<file path="config.mk">
export PLATFORM = sky130hd
export DESIGN_NAME = node_led_encoder
export DESIGN_NICKNAME = d
export VERILOG_FILES = /design/src/inc/led_pkg.sv /design/src/logic/blink_timebase.sv /design/src/logic/node_led_encoder.sv
export VERILOG_INCLUDE_DIRS = /design/src /design/src/inc
export SDC_FILE = /design/constraint.sdc
export NUM_CORES = 1
export LEC_CHECK = 0
export ABC_AREA = 1
export BUFFER_PORTS_ARGS = -buffer_cell sky130_fd_sc_hd__buf_2
export CAP_MARGIN = 20
export CELL_PAD_IN_SITES_DETAIL_PLACEMENT = 1
export CELL_PAD_IN_SITES_GLOBAL_PLACEMENT = 1
export CORE_MARGIN = 8
export CORE_UTILIZATION = 40
export CTS_CLUSTER_SIZE = 40
export DETAILED_ROUTE_END_ITERATION = 6
export PLACE_DENSITY_LB_ADDON = 0.1
export SLEW_MARGIN = 20
export SYNTH_ARGS = -nofsm -noshare
export SYNTH_HDL_FRONTEND = slang
export SYNTH_SLANG_ARGS = --single-unit
export TNS_END_PERCENT = 30
</file>
<file path="constraint.sdc">
create_clock -name clock_i -period 3.3 [get_ports clock_i]
set_input_delay 0.825 -clock clock_i [delete_from_list [all_inputs] [get_ports clock_i]]
set_output_delay 0.825 -clock clock_i [all_outputs]
set_load 0.1 [all_outputs]
</file>
<file path="src/inc/led_defines.svh">
// constants for the node status indicator encoder: offsets, fields, resets, timing
`ifndef LED_DEFINES_SVH
`define LED_DEFINES_SVH

// ==================================================================
// register byte offsets on the apb bus
`define LED_CTRL_ADDR     12'h000
`define LED_ERR_ADDR      12'h004
`define LED_STAT_ADDR     12'h008

// ==================================================================
// control register field positions
`define LED_CTRL_STAGE_LSB 0
`define LED_CTRL_POWERED   2
`define LED_CTRL_MF_HALT   3
`define LED_CTRL_MF_ACT    4
`define LED_CTRL_RX_ERR    5
`define LED_CTRL_TX_ERR    6
`define LED_CTRL_EXCESS    7
`define LED_CTRL_XMIT      8
`define LED_CTRL_HW_ERR    9
`define LED_CTRL_BUS_ERR   10
`define LED_CTRL_CFG_MODE  11
`define LED_CTRL_SPEED_LSB 12
`define LED_CTRL_WIDTH     16

// ==================================================================
// error flag register: one bit per fault, bit n reports type n+1
`define LED_ERR_WIDTH      5

// ==================================================================
// reset values
`define LED_CTRL_RST       16'h0000
`define LED_ERR_RST        5'h00

// ==================================================================
// timing: one base tick is 50 ms, everything else counts ticks
`define LED_CLK_KHZ        125000
`define LED_TICK_MS        50
`define LED_TICK_CYCLES    (`LED_TICK_MS * `LED_CLK_KHZ)
`define LED_SLOW_HALF      3'h5
`define LED_BURST_HALF     6'h01
`define LED_DIGIT_HALF     6'h0A
`define LED_PAUSE_SHORT    6'h14
`define LED_PAUSE_LONG     6'h28
`define LED_BURST_BLINKS   4'h5
`define LED_ERR_CODE_HW    4'h1

`endif

</file>
<file path="src/inc/led_pkg.sv">
// types shared by the node status indicator encoder
package led_pkg;

  // node stage as written by software
  typedef enum logic [1:0] {
    STG_INIT  = 2'h0,
    STG_PREOP = 2'h1,
    STG_OPER  = 2'h2,
    STG_STOP  = 2'h3
  } stage_t;

  // error report sequencer, one-hot
  typedef enum logic [6:0] {
    RPT_IDLE   = 7'h01,
    RPT_BURST  = 7'h02,
    RPT_PAUSE1 = 7'h04,
    RPT_CODE   = 7'h08,
    RPT_PAUSE2 = 7'h10,
    RPT_TYPE   = 7'h20,
    RPT_PAUSE3 = 7'h40
  } rpt_state_t;

endpackage

</file>
<file path="src/logic/blink_timebase.sv">
// base tick and the two square blink rates for the indicators
`timescale 1ns/100ps
`include "led_defines.svh"

module blink_timebase #(
  parameter int TICK_CYCLES = `LED_TICK_CYCLES
) (
  input  wire logic clock_i,
  input  wire logic rst_i,
  output logic      tick_o,   // one-cycle pulse every base tick
  output logic      fast_o,   // square wave, toggles every tick
  output logic      slow_o    // square wave, toggles every few ticks
);

  logic [22:0] div_reg;       // cycle divider
  logic [2:0]  slow_reg;      // tick count for the slow wave

  // ==================================================================
  // cycle divider: the 50 ms tick
  always_ff @(posedge clock_i) begin
    if (rst_i) begin
      div_reg <= 23'h000000;
      tick_o  <= 1'b0;
    end else if (div_reg == 23'(TICK_CYCLES - 1)) begin
      div_reg <= 23'h000000;
      tick_o  <= 1'b1;
    end else begin
      div_reg <= div_reg + 23'h000001;
      tick_o  <= 1'b0;
    end
  end

  // ==================================================================
  // fast wave: on one tick, off one tick, i.e. 10 Hz
  always_ff @(posedge clock_i) begin
    if (rst_i) begin
      fast_o <= 1'b0;
    end else if (tick_o) begin
      fast_o <= ~fast_o;
    end
  end

  // ==================================================================
  // slow wave: half period of several ticks
  always_ff @(posedge clock_i) begin
    if (rst_i) begin
      slow_reg <= 3'h0;
      slow_o   <= 1'b0;
    end else if (tick_o) begin
      if (slow_reg == `LED_SLOW_HALF - 3'h1) begin
        slow_reg <= 3'h0;
        slow_o   <= ~slow_o;
      end else begin
        slow_reg <= slow_reg + 3'h1;
      end
    end
  end

endmodule

</file>
<file path="src/logic/node_led_encoder.sv">
// node status indicator encoder with apb control and cyclic error report
//
// What this block does
// unpowered or initializing: halt, active dark
// pre-operative, no fault: active blinks slow
// operative: halt dark, active steadily lit
// stop stage: halt lit, active dark
// pre-operative module fault: fast blink instead
// fault leds follow rx/tx errors, dark initializing
// excessive errors: both fault leds blink fast
// bus led: dark, green transmitting, red hardware
// initializing: bus led blinks orange
// init ok gives green, problem keeps red blinking
// error report repeats: three sequences with pauses
// first sequence is a 10 Hz burst
// pause, then error code blinks at 1 Hz
// longer pause, type blinks at 1 Hz, restart
// code 1 means hardware or configuration fault
// type 1: internal data memory overflow
// type 2: wrong i/o module in node
// types 3,4,5: nonvolatile checksum, write, read
// configuration mode shows selected speed instead
// all rates come from parameterised dividers
// reset darkens all, restarts the report
`timescale 1ns/100ps
`include "led_defines.svh"

module node_led_encoder #(
  parameter int TICK_CYCLES = `LED_TICK_CYCLES
) (
  input  wire logic        clock_i,
  input  wire logic        rst_i,
  input  wire logic        psel_i,
  input  wire logic        penable_i,
  input  wire logic        pwrite_i,
  input  wire logic [11:0] paddr_i,
  input  wire logic [31:0] pwdata_i,
  output logic      [31:0] prdata_o,
  output logic             pready_o,
  output logic             pslverr_o,
  output logic             halt_led_o,
  output logic             active_led_o,
  output logic             tx_fault_led_o,
  output logic             rx_fault_led_o,
  output logic             io_red_o,
  output logic             io_green_o,
  output led_pkg::stage_t  stage_o
);
  import led_pkg::*;

  // ==================================================================
  // declarations
  logic [`LED_CTRL_WIDTH-1:0] ctrl_reg;     // node state written by software
  logic [`LED_ERR_WIDTH-1:0]  err_reg;      // fault flags, code 1 family
  rpt_state_t                 rpt_reg;      // report sequencer state
  rpt_state_t                 rpt_next;     // its next value
  logic [5:0]                 seg_reg;      // ticks spent in segment
  logic [3:0]                 blinks_reg;   // blinks done in sequence
  logic                       on_reg;       // report lamp phase
  logic                       tick;         // base tick pulse
  logic                       fast;         // 10 Hz square
  logic                       slow;         // slow square
  logic                       access;       // apb access phase edge
  logic                       mapped;       // address decodes
  logic                       seg_end;      // segment finishes this tick
  logic                       rpt_run;      // report may run
  logic [3:0]                 err_type;     // type shown third
  stage_t                     stage;        // decoded stage
  logic                       powered, cfg_mode;              // decoded control bits
  logic                       halt_next, act_next, tx_next;   // top lamp next values
  logic                       rx_next, red_next, green_next;  // remaining next values

  // ==================================================================
  // functions
  // lowest set fault wins, bit n is type n+1
  function automatic logic [3:0] fault_type(input logic [`LED_ERR_WIDTH-1:0] f);
    fault_type = 4'h0;
    for (int i = `LED_ERR_WIDTH - 1; i >= 0; i--) begin
      if (f[i]) begin
        fault_type = 4'(i + 1);
      end
    end
  endfunction
  // length in ticks of a half blink or a pause
  function automatic logic [5:0] seg_len(input rpt_state_t s);
    case (s)
      RPT_BURST:  seg_len = `LED_BURST_HALF;
      RPT_CODE:   seg_len = `LED_DIGIT_HALF;
      RPT_TYPE:   seg_len = `LED_DIGIT_HALF;
      RPT_PAUSE1: seg_len = `LED_PAUSE_SHORT;
      default:    seg_len = `LED_PAUSE_LONG;
    endcase
  endfunction

  // ==================================================================
  // rate generation
  blink_timebase #(
    .TICK_CYCLES (TICK_CYCLES)
  ) u_timebase (
    .clock_i (clock_i),
    .rst_i   (rst_i),
    .tick_o  (tick),
    .fast_o  (fast),
    .slow_o  (slow)
  );

  // ==================================================================
  // apb decode
  assign access   = psel_i & penable_i & pready_o;
  assign mapped   = (paddr_i == `LED_CTRL_ADDR) | (paddr_i == `LED_ERR_ADDR) |
                    (paddr_i == `LED_STAT_ADDR);
  assign stage    = stage_t'(ctrl_reg[`LED_CTRL_STAGE_LSB +: 2]);
  assign powered  = ctrl_reg[`LED_CTRL_POWERED];
  assign cfg_mode = ctrl_reg[`LED_CTRL_CFG_MODE];
  assign err_type = fault_type(err_reg);
  // register writes land only on the completing edge
  always_ff @(posedge clock_i) begin
    if (rst_i) begin
      ctrl_reg <= `LED_CTRL_RST;
      err_reg  <= `LED_ERR_RST;
    end else if (access && pwrite_i) begin
      if (paddr_i == `LED_CTRL_ADDR) begin
        ctrl_reg <= pwdata_i[`LED_CTRL_WIDTH-1:0];
      end
      if (paddr_i == `LED_ERR_ADDR) begin
        err_reg <= pwdata_i[`LED_ERR_WIDTH-1:0];
      end
    end
  end
  // one wait state: pready rises in the first access cycle's edge
  always_ff @(posedge clock_i) begin
    if (rst_i) begin
      pready_o  <= 1'b0;
      pslverr_o <= 1'b0;
      prdata_o  <= 32'h00000000;
    end else if (psel_i && penable_i && !pready_o) begin
      pready_o  <= 1'b1;
      pslverr_o <= ~mapped;
      // unmapped reads return zero with an error
      case (paddr_i)
        `LED_CTRL_ADDR: prdata_o <= {16'h0000, ctrl_reg};
        `LED_ERR_ADDR:  prdata_o <= {27'h0000000, err_reg};
        `LED_STAT_ADDR: prdata_o <= {10'h000, err_type, blinks_reg, rpt_reg, on_reg,
                                     halt_led_o, active_led_o, tx_fault_led_o,
                                     rx_fault_led_o, io_red_o, io_green_o};
        default:        prdata_o <= 32'h00000000;
      endcase
    end else begin
      pready_o  <= 1'b0;
      pslverr_o <= 1'b0;
    end
  end

  // ==================================================================
  // error report sequencer
  // runs only once the node has left initializing and has a fault
  assign rpt_run = powered & ~cfg_mode & (stage != STG_INIT) & (err_type != 4'h0);
  assign seg_end = tick & (seg_reg == seg_len(rpt_reg) - 6'h01);
  // next state of the sequencer
  always_comb begin
    rpt_next = rpt_reg;
    case (rpt_reg)
      RPT_IDLE: begin
        rpt_next = RPT_BURST;
      end
      RPT_BURST: begin
        if (seg_end && !on_reg && blinks_reg == `LED_BURST_BLINKS - 4'h1) begin
          rpt_next = RPT_PAUSE1;
        end
      end
      RPT_PAUSE1: begin
        if (seg_end) begin
          rpt_next = RPT_CODE;
        end
      end
      RPT_CODE: begin
        // code 1 is the only family handled here
        if (seg_end && !on_reg && blinks_reg == `LED_ERR_CODE_HW - 4'h1) begin
          rpt_next = RPT_PAUSE2;
        end
      end
      RPT_PAUSE2: begin
        if (seg_end) begin
          rpt_next = RPT_TYPE;
        end
      end
      RPT_TYPE: begin
        if (seg_end && !on_reg && blinks_reg == err_type - 4'h1) begin
          rpt_next = RPT_PAUSE3;
        end
      end
      RPT_PAUSE3: begin
        if (seg_end) begin
          rpt_next = RPT_BURST;
        end
      end
      default: begin
        rpt_next = RPT_IDLE;
      end
    endcase
    if (!rpt_run) begin
      rpt_next = RPT_IDLE;
    end
  end
  // state, segment timer, blink count and lamp phase
  always_ff @(posedge clock_i) begin
    if (rst_i) begin
      rpt_reg    <= RPT_IDLE;
      seg_reg    <= 6'h00;
      blinks_reg <= 4'h0;
      on_reg     <= 1'b0;
    end else if (rpt_next != rpt_reg) begin
      // every new segment starts fresh, blinks begin lit
      rpt_reg    <= rpt_next;
      seg_reg    <= 6'h00;
      blinks_reg <= 4'h0;
      on_reg     <= (rpt_next == RPT_BURST) | (rpt_next == RPT_CODE) |
                    (rpt_next == RPT_TYPE);
    end else if (seg_end) begin
      seg_reg <= 6'h00;
      if (on_reg) begin
        on_reg <= 1'b0;
      end else if (rpt_reg != RPT_IDLE) begin
        blinks_reg <= blinks_reg + 4'h1;
        on_reg     <= 1'b1;
      end
    end else if (tick) begin
      seg_reg <= seg_reg + 6'h01;
    end
  end

  // ==================================================================
  // indicator selection
  always_comb begin
    halt_next  = 1'b0;
    act_next   = 1'b0;
    tx_next    = 1'b0;
    rx_next    = 1'b0;
    red_next   = 1'b0;
    green_next = 1'b0;
    if (cfg_mode) begin
      // speed switches shown blinking on the top four lamps
      halt_next = ctrl_reg[`LED_CTRL_SPEED_LSB]     & slow;
      act_next  = ctrl_reg[`LED_CTRL_SPEED_LSB + 1] & slow;
      tx_next   = ctrl_reg[`LED_CTRL_SPEED_LSB + 2] & slow;
      rx_next   = ctrl_reg[`LED_CTRL_SPEED_LSB + 3] & slow;
    end else if (powered) begin
      case (stage)
        STG_PREOP: begin
          if (ctrl_reg[`LED_CTRL_MF_HALT] || ctrl_reg[`LED_CTRL_MF_ACT]) begin
            halt_next = ctrl_reg[`LED_CTRL_MF_HALT] & fast;
            act_next  = ctrl_reg[`LED_CTRL_MF_ACT] & fast;
          end else begin
            act_next = slow;
          end
        end
        STG_OPER: begin
          act_next = 1'b1;
        end
        STG_STOP: begin
          halt_next = 1'b1;
        end
        default: begin
          halt_next = 1'b0;
        end
      endcase
      if (stage != STG_INIT) begin
        if (ctrl_reg[`LED_CTRL_EXCESS]) begin
          tx_next = fast;
          rx_next = fast;
        end else begin
          tx_next = ctrl_reg[`LED_CTRL_TX_ERR];
          rx_next = ctrl_reg[`LED_CTRL_RX_ERR];
        end
      end
      // bus lamp: report beats all, then stage, then bus state
      if (rpt_reg != RPT_IDLE) begin
        red_next = on_reg;
      end else if (stage == STG_INIT) begin
        red_next   = slow;
        green_next = slow;
      end else if (ctrl_reg[`LED_CTRL_HW_ERR]) begin
        red_next = 1'b1;
      end else if (ctrl_reg[`LED_CTRL_BUS_ERR]) begin
        red_next = slow;
      end else begin
        green_next = ctrl_reg[`LED_CTRL_XMIT];
      end
    end
  end

  // every lamp leaves a flop
  always_ff @(posedge clock_i) begin
    if (rst_i) begin
      halt_led_o     <= 1'b0;
      active_led_o   <= 1'b0;
      tx_fault_led_o <= 1'b0;
      rx_fault_led_o <= 1'b0;
      io_red_o       <= 1'b0;
      io_green_o     <= 1'b0;
      stage_o        <= STG_INIT;
    end else begin
      halt_led_o     <= halt_next;
      active_led_o   <= act_next;
      tx_fault_led_o <= tx_next;
      rx_fault_led_o <= rx_next;
      io_red_o       <= red_next;
      io_green_o     <= green_next;
      stage_o        <= stage;
    end
  end
endmodule

</file>
Word-level counts from Yosys, hierarchy flattened
Index checks and enable logic that the tools add are counted.
- word-level logic and storage cells: 144
- output and inout port bits: 42
- register bits after elaboration: 110
- reductions and logical operators: 27
- multiplexer cells: 45
- add/subtract/negate cells: 6
- bitwise logic cells: 23
- equality and inequality tests: 22
- operators with widths (operator ; count):
    one-hot mux 22 bit (3 select lines) ; 1
    2-to-1 mux 7 bit ; 7
    one-hot mux 7 bit (7 select lines) ; 1
    2-to-1 mux 1 bit ; 27
    adder 23 x 1 -> 23 bit (second input constant) ; 1
    == test 23 bit (second input constant) ; 1
    one-hot mux 6 bit (3 select lines) ; 1
    2-to-1 mux 4 bit ; 4
    == test 7 x 2 -> 1 bit (second input constant) ; 2
    == test 7 x 4 -> 1 bit (second input constant) ; 2
    == test 7 x 6 -> 1 bit (second input constant) ; 2
    AND 1 bit ; 12
    == test 12 x 3 -> 1 bit (second input constant) ; 1
    == test 12 x 4 -> 1 bit (second input constant) ; 1
    logical NOT 12 bit ; 1
    OR reduction 2 bit ; 4
    == test 7 x 1 -> 1 bit (second input constant) ; 1
    == test 7 x 3 -> 1 bit (second input constant) ; 1
    == test 7 x 5 -> 1 bit (second input constant) ; 1
    == test 7 bit (second input constant) ; 1
    logical AND 1 bit ; 7
    != test 7 x 1 -> 1 bit (second input constant) ; 1
    != test 7 bit ; 1
    NOT 1 bit ; 7
    24 further kinds ; 35

Depth between registers and ports, before layout
- depth in word-level cells: 15
- gate-level depth with buffers: 25

Cells and area by module
From an unflattened synthesis, not the netlist that was laid out.
- cell total of the unflattened synthesis: 780
- area total of the unflattened synthesis: 5371.4 µm²
- by module, submodules not included (module ; area each (µm²) ; sequential area each (µm²) ; instances ; cells each):
    node_led_encoder ; 3908.7 ; 1401.3 ; 1 ; 566
    blink_timebase ; 1462.7 ; 580.6 ; 1 ; 214

Least setup slack after synthesis
OpenSTA, ideal clock, no wires.
- path type: reg-to-reg
- from: register rpt_reg[0]
- to: register seg_reg[0]
- slack: 0.578 ns
- data arrival time: 2.656 ns
- stages on the path, launching flop included: 17
- library setup time: 0.066 ns
- data required time: 3.234 ns
- cells stage by stage: dfxtp_1 nor2_1 nand2_2 nor2_2 nor2_4 ha_1 xnor2_1 nor2_1 nand3_1 nor2_2 nand4_1 o21ai_1 nand2_1 xor2_1 nor2_4 nand4_4 nor2_2
- word-level cells in the longest chain between the ends: 13
- elaborated cells between the ends (all ways): 26
- ends and longest elaborated chain (item ; RTL line ; source):
    start: declaration ; node_led_encoder.sv:55 ; rpt_state_t rpt_reg;
    start signal: assignment ; node_led_encoder.sv:214 ; rpt_reg <= rpt_next;
    == test 7 x 6 -> 1 bit / == test 7 x 4 -> 1 bit (equally long branches) ; node_led_encoder.sv:86, node_led_encoder.sv:162 ;
    OR reduction 2 bit (no line) ; -- ;
    one-hot mux 6 bit (3 select lines) ; node_led_encoder.sv:86 ; case (s)
    subtractor 6 x 1 -> 6 bit ; node_led_encoder.sv:158 ; assign seg_end = tick & (seg_reg == seg_len(rpt_reg) - 6'h01);
    == test 6 bit ; node_led_encoder.sv:158 ;
    AND 1 bit ; node_led_encoder.sv:158 ;
    logical AND 1 bit ; node_led_encoder.sv:167, node_led_encoder.sv:178, node_led_encoder.sv:188 ;
    logical AND 1 bit (on tied branches) ; node_led_encoder.sv:188, node_led_encoder.sv:167, node_led_encoder.sv:178 ;
    2-to-1 mux 7 bit (on tied branches) ; node_led_encoder.sv:188, node_led_encoder.sv:167, node_led_encoder.sv:178 ;
    one-hot mux 7 bit (7 select lines) ; node_led_encoder.sv:162 ; case (rpt_reg)
    2-to-1 mux 7 bit ; node_led_encoder.sv:201 ; if (!rpt_run) begin
    != test 7 bit ; node_led_encoder.sv:212 ; end else if (rpt_next != rpt_reg) begin
    OR reduction 3 bit (no line) * ; -- ;
    end signal: assignment ; node_led_encoder.sv:228 ; seg_reg <= seg_reg + 6'h01;
    end: declaration ; node_led_encoder.sv:57 ; logic [5:0] seg_reg;
Every way passes the cells marked *; elsewhere a longest branch is shown, timed or not.
A chain may end at the register's enable or synchronous reset.

Worst setup path in the final report
- from: register rpt_reg[2]
- to: register seg_reg[1]
Same word-level chain as after synthesis.

==> results.txt <==
Seq/Total Area, Yosys: 38.34%
Worst Path Arrival: 3.30 ns
Int Pwr: 0.001871 W
first-pass GRT wire length: 25460 um
Tcrit/Tclk final: 91.09%
placer congestion estimate: 0.8537
most frequent cells in the layout: nand2_1 (150), dfxtp_1 (98), inv_1 (84), buf_2 (63), nor2_1 (62)
number of synthesized flops with an enable pin: 0
cell taking the most area after synthesis: dfxtp_1
Mapped Area: 0.005169 sq mm
total gr overflow: 0
yosys warns: 0
clock power share: 38.6%
FF+latch count, synth: 99
area delta synth->final: 16.07%
Setup crit end kind: flip-flop
Reg2Reg Depth: 21
CTS buffer count: 9
via count: 4972
Final Hold Fails: 0
die area: 0.01682 sq mm
IO Count: 91
Synth Flop Type: dfxtp_1
worst hold path class: flip-flop to flip-flop
# clock sinks: 99
# port buffers: 63
RSZ-0062 raised after global routing: false
final setup violation count: 0
crit path time final: 3.006 ns
clk_lat worst skew: 0.36 ns
Crit Path Max Fanout: 10
diodes inserted: 0
sw power: 0.0008362 W
crit path capture: seg_reg[1]$_SDFFE_PP0P_
R2R setup slack: 0.29 ns
ys async rst share: 0%
Worst Tran Pin Value: 0.5794 ns
nets: 856
Area contributors post-synth: dfxtp_1 (38%), nand2_1 (11%), inv_1 (6.2%)
chip width: 129.7 um
clock-pin slew on the worst setup and hold paths: 0.07 ns
CTS Root Cell: clkbuf_16
Pwr Density: 451.2 mW/mm^2
std cell rows: 41
most common cell after layout, fill and taps aside: nand2_1
GRT Overall Usage: 19.22%
drt first pass iters: 4
launch point of the worst path: rpt_reg[2]$_SDFFE_PP0P_
Setup CP Type: flip-flop to flip-flop
Max Fclk: 332.7 MHz
fin cells: 971
CTS Buffer Depth: 2
combinational share of power: 15.8%
switch share: 30.89%
Final ANT Viol Nets: 0
count of final max-slew check failures: 0
post-DR vias/cell: 5.120
VDD IR max: 0.2580 mV
Core Util, Final: 47.54%
Placed Instances: 954
Slew headroom: 61.37%
largest net degree at the start of global routing: 38
number of global-route vias before repair: 5250
CTS H-tree lvls: 3
DRT iter0 DRCs: 223
CTS tree: built
total wire length: 15620 um
max cap viols: 0
DRC errors left: 0
worst r2r src: rpt_reg[2]$_SDFFE_PP0P_
type of origin of the critical path: flip-flop
Flop pwr share: 45.7%
Worst EP required: 3.59 ns
clk_skew: 0.007000 ns
core area: 0.01262 sq mm
worst r2r dst: seg_reg[1]$_SDFFE_PP0P_
post-synthesis instance total: 725
post-synth top area share: 38.34%
status: finished, final reports clean
share of cells above drive strength 1: 18.40%
setup TNS: 0 ns
DR WL/cell: 16.08 um
Starting Density: 40.96%
leakage: 2.496 nW
Die Ht: 129.7 um
syn_area_per_cell: 7.129 sq um
initial antenna violation count: 1
Synth cell types: 48
Hold Slack: 0.4545 ns
max reg flops: 23
dpl hpwl: 12100 um
[cells by family (layout without fill, tap and decap cells)]
logic type	count (synthesis)	count (layout)	synth area share (%)
AND/OR/NAND/NOR	334	334	30.84
AO/OA/AOI/OAI	130	130	14.11
buffers and inverters	129	193	10.24
flip-flops	99	99	38.34
XOR/XNOR	18	18	3.050
adder cells (fa/ha/maj)	13	13	3.147
other	1	11	0.07255
multiplexers	1	1	0.1937
[worst max-delay path: stages, from the launching register on]
cell	delay, ns
dfxtp_1	0.35
nor2_2	0.20
nand2_2	0.13
nor2_4	0.15
nor2_4	0.06
ha_1	0.20
xnor2_1	0.18
o21bai_1	0.14
nand3_1	0.13
nor2_4	0.18
nand2_4	0.13
nand2_1	0.08
nand2_1	0.06
nand2_2	0.10
nand2_2	0.05
nand2_1	0.06
nand2_1	0.06
inv_2	0.05
nand2_2	0.05
nor2_4	0.23
nand4_4	0.22
nor2_2	0.14
[power groups by stage]
stage / clock (W) / combinational, W / sequential, W
after global routing: 0.00113 / 0.000465 / 0.00124
after floorplan: 0 / 0.000290 / 0.00129
after detailed placement: 0 / 0.000421 / 0.00126
after global placement: 0 / 0.000415 / 0.00126
final: 0.00104 / 0.000427 / 0.00124
after CTS: 0.00108 / 0.000424 / 0.00123
[metrics by stage]
step | power [W] | instance area [sq um] | setup WS (ns)
after floorplan | 0.001578 | 5206 | 0.5781
after CTS | 0.002738 | 5973 | 0.09987
final | 0.002707 | 6000 | 0.2940
after detailed placement | 0.001683 | 5688 | 0.1391
after global routing | 0.002830 | 6000 | 0.02484
after global placement | 0.001677 | 5688 | 0.2333
[final cells by class]
class	instances	area [sq um]
clock buffer	10	239.0
clock inverter	6	46.29
fill	1673	6620
inverter	98	370.4
multi-input combinational	507	2710
sequential	99	1983
tap	172	215.2
timing repair buffer	79	435.4
[cells in the mapped netlist, types with 2 or more instances]
cell type / number
o22ai_1: 15
nor4_1: 9
a21oi_1: 59
nor3_1: 12
o21ai_0: 35
nand3_1: 34
a31oi_1: 2
nor2_1: 64
nor2_2: 12
o21a_1: 3
inv_2: 9
nand4_1: 14
o21bai_1: 2
dfxtp_1: 99
nand3_2: 5
inv_1: 85
nand2_2: 10
nor3b_1: 8
clkinv_1: 4
clkbuf_1: 16
xnor2_1: 4
or2_2: 2
buf_4: 11
nor2_4: 6
ha_1: 13
o221ai_1: 5
xor2_1: 14
o31ai_1: 2
nand2_1: 150
buf_2: 3
[what timing repair did]
action	CTS	global route
hold buffers	0	0
resized for setup	0	7
setup buffers	0	1
setup endpoints to repair	0	14
[worst min path at each step]
stage / start / end / slack [ns] / cells past startpoint
after floorplan: u_timebase.div_reg[0]$_SDFF_PP0_ / u_timebase.div_reg[0]$_SDFF_PP0_ / 0.42 / 1
after global placement: u_timebase.div_reg[0]$_SDFF_PP0_ / u_timebase.div_reg[0]$_SDFF_PP0_ / 0.43 / 1
after detailed placement: u_timebase.div_reg[0]$_SDFF_PP0_ / u_timebase.div_reg[0]$_SDFF_PP0_ / 0.45 / 1
after CTS: u_timebase.div_reg[0]$_SDFF_PP0_ / u_timebase.div_reg[0]$_SDFF_PP0_ / 0.46 / 1
after global routing: u_timebase.div_reg[0]$_SDFF_PP0_ / u_timebase.div_reg[0]$_SDFF_PP0_ / 0.48 / 1
final: u_timebase.div_reg[0]$_SDFF_PP0_ / u_timebase.div_reg[0]$_SDFF_PP0_ / 0.45 / 1
[metal layers]
layer | global-route usage [%] | routed length, um | share of wire (%)
met5 | 0 | 10 | 0.064
met1 | 22.71 | 6895 | 44
met2 | 33.51 | 7846 | 50
met3 | 4.766 | 520 | 3.3
met4 | 5.943 | 344 | 2.2
Power figures use the tool's default switching activity.
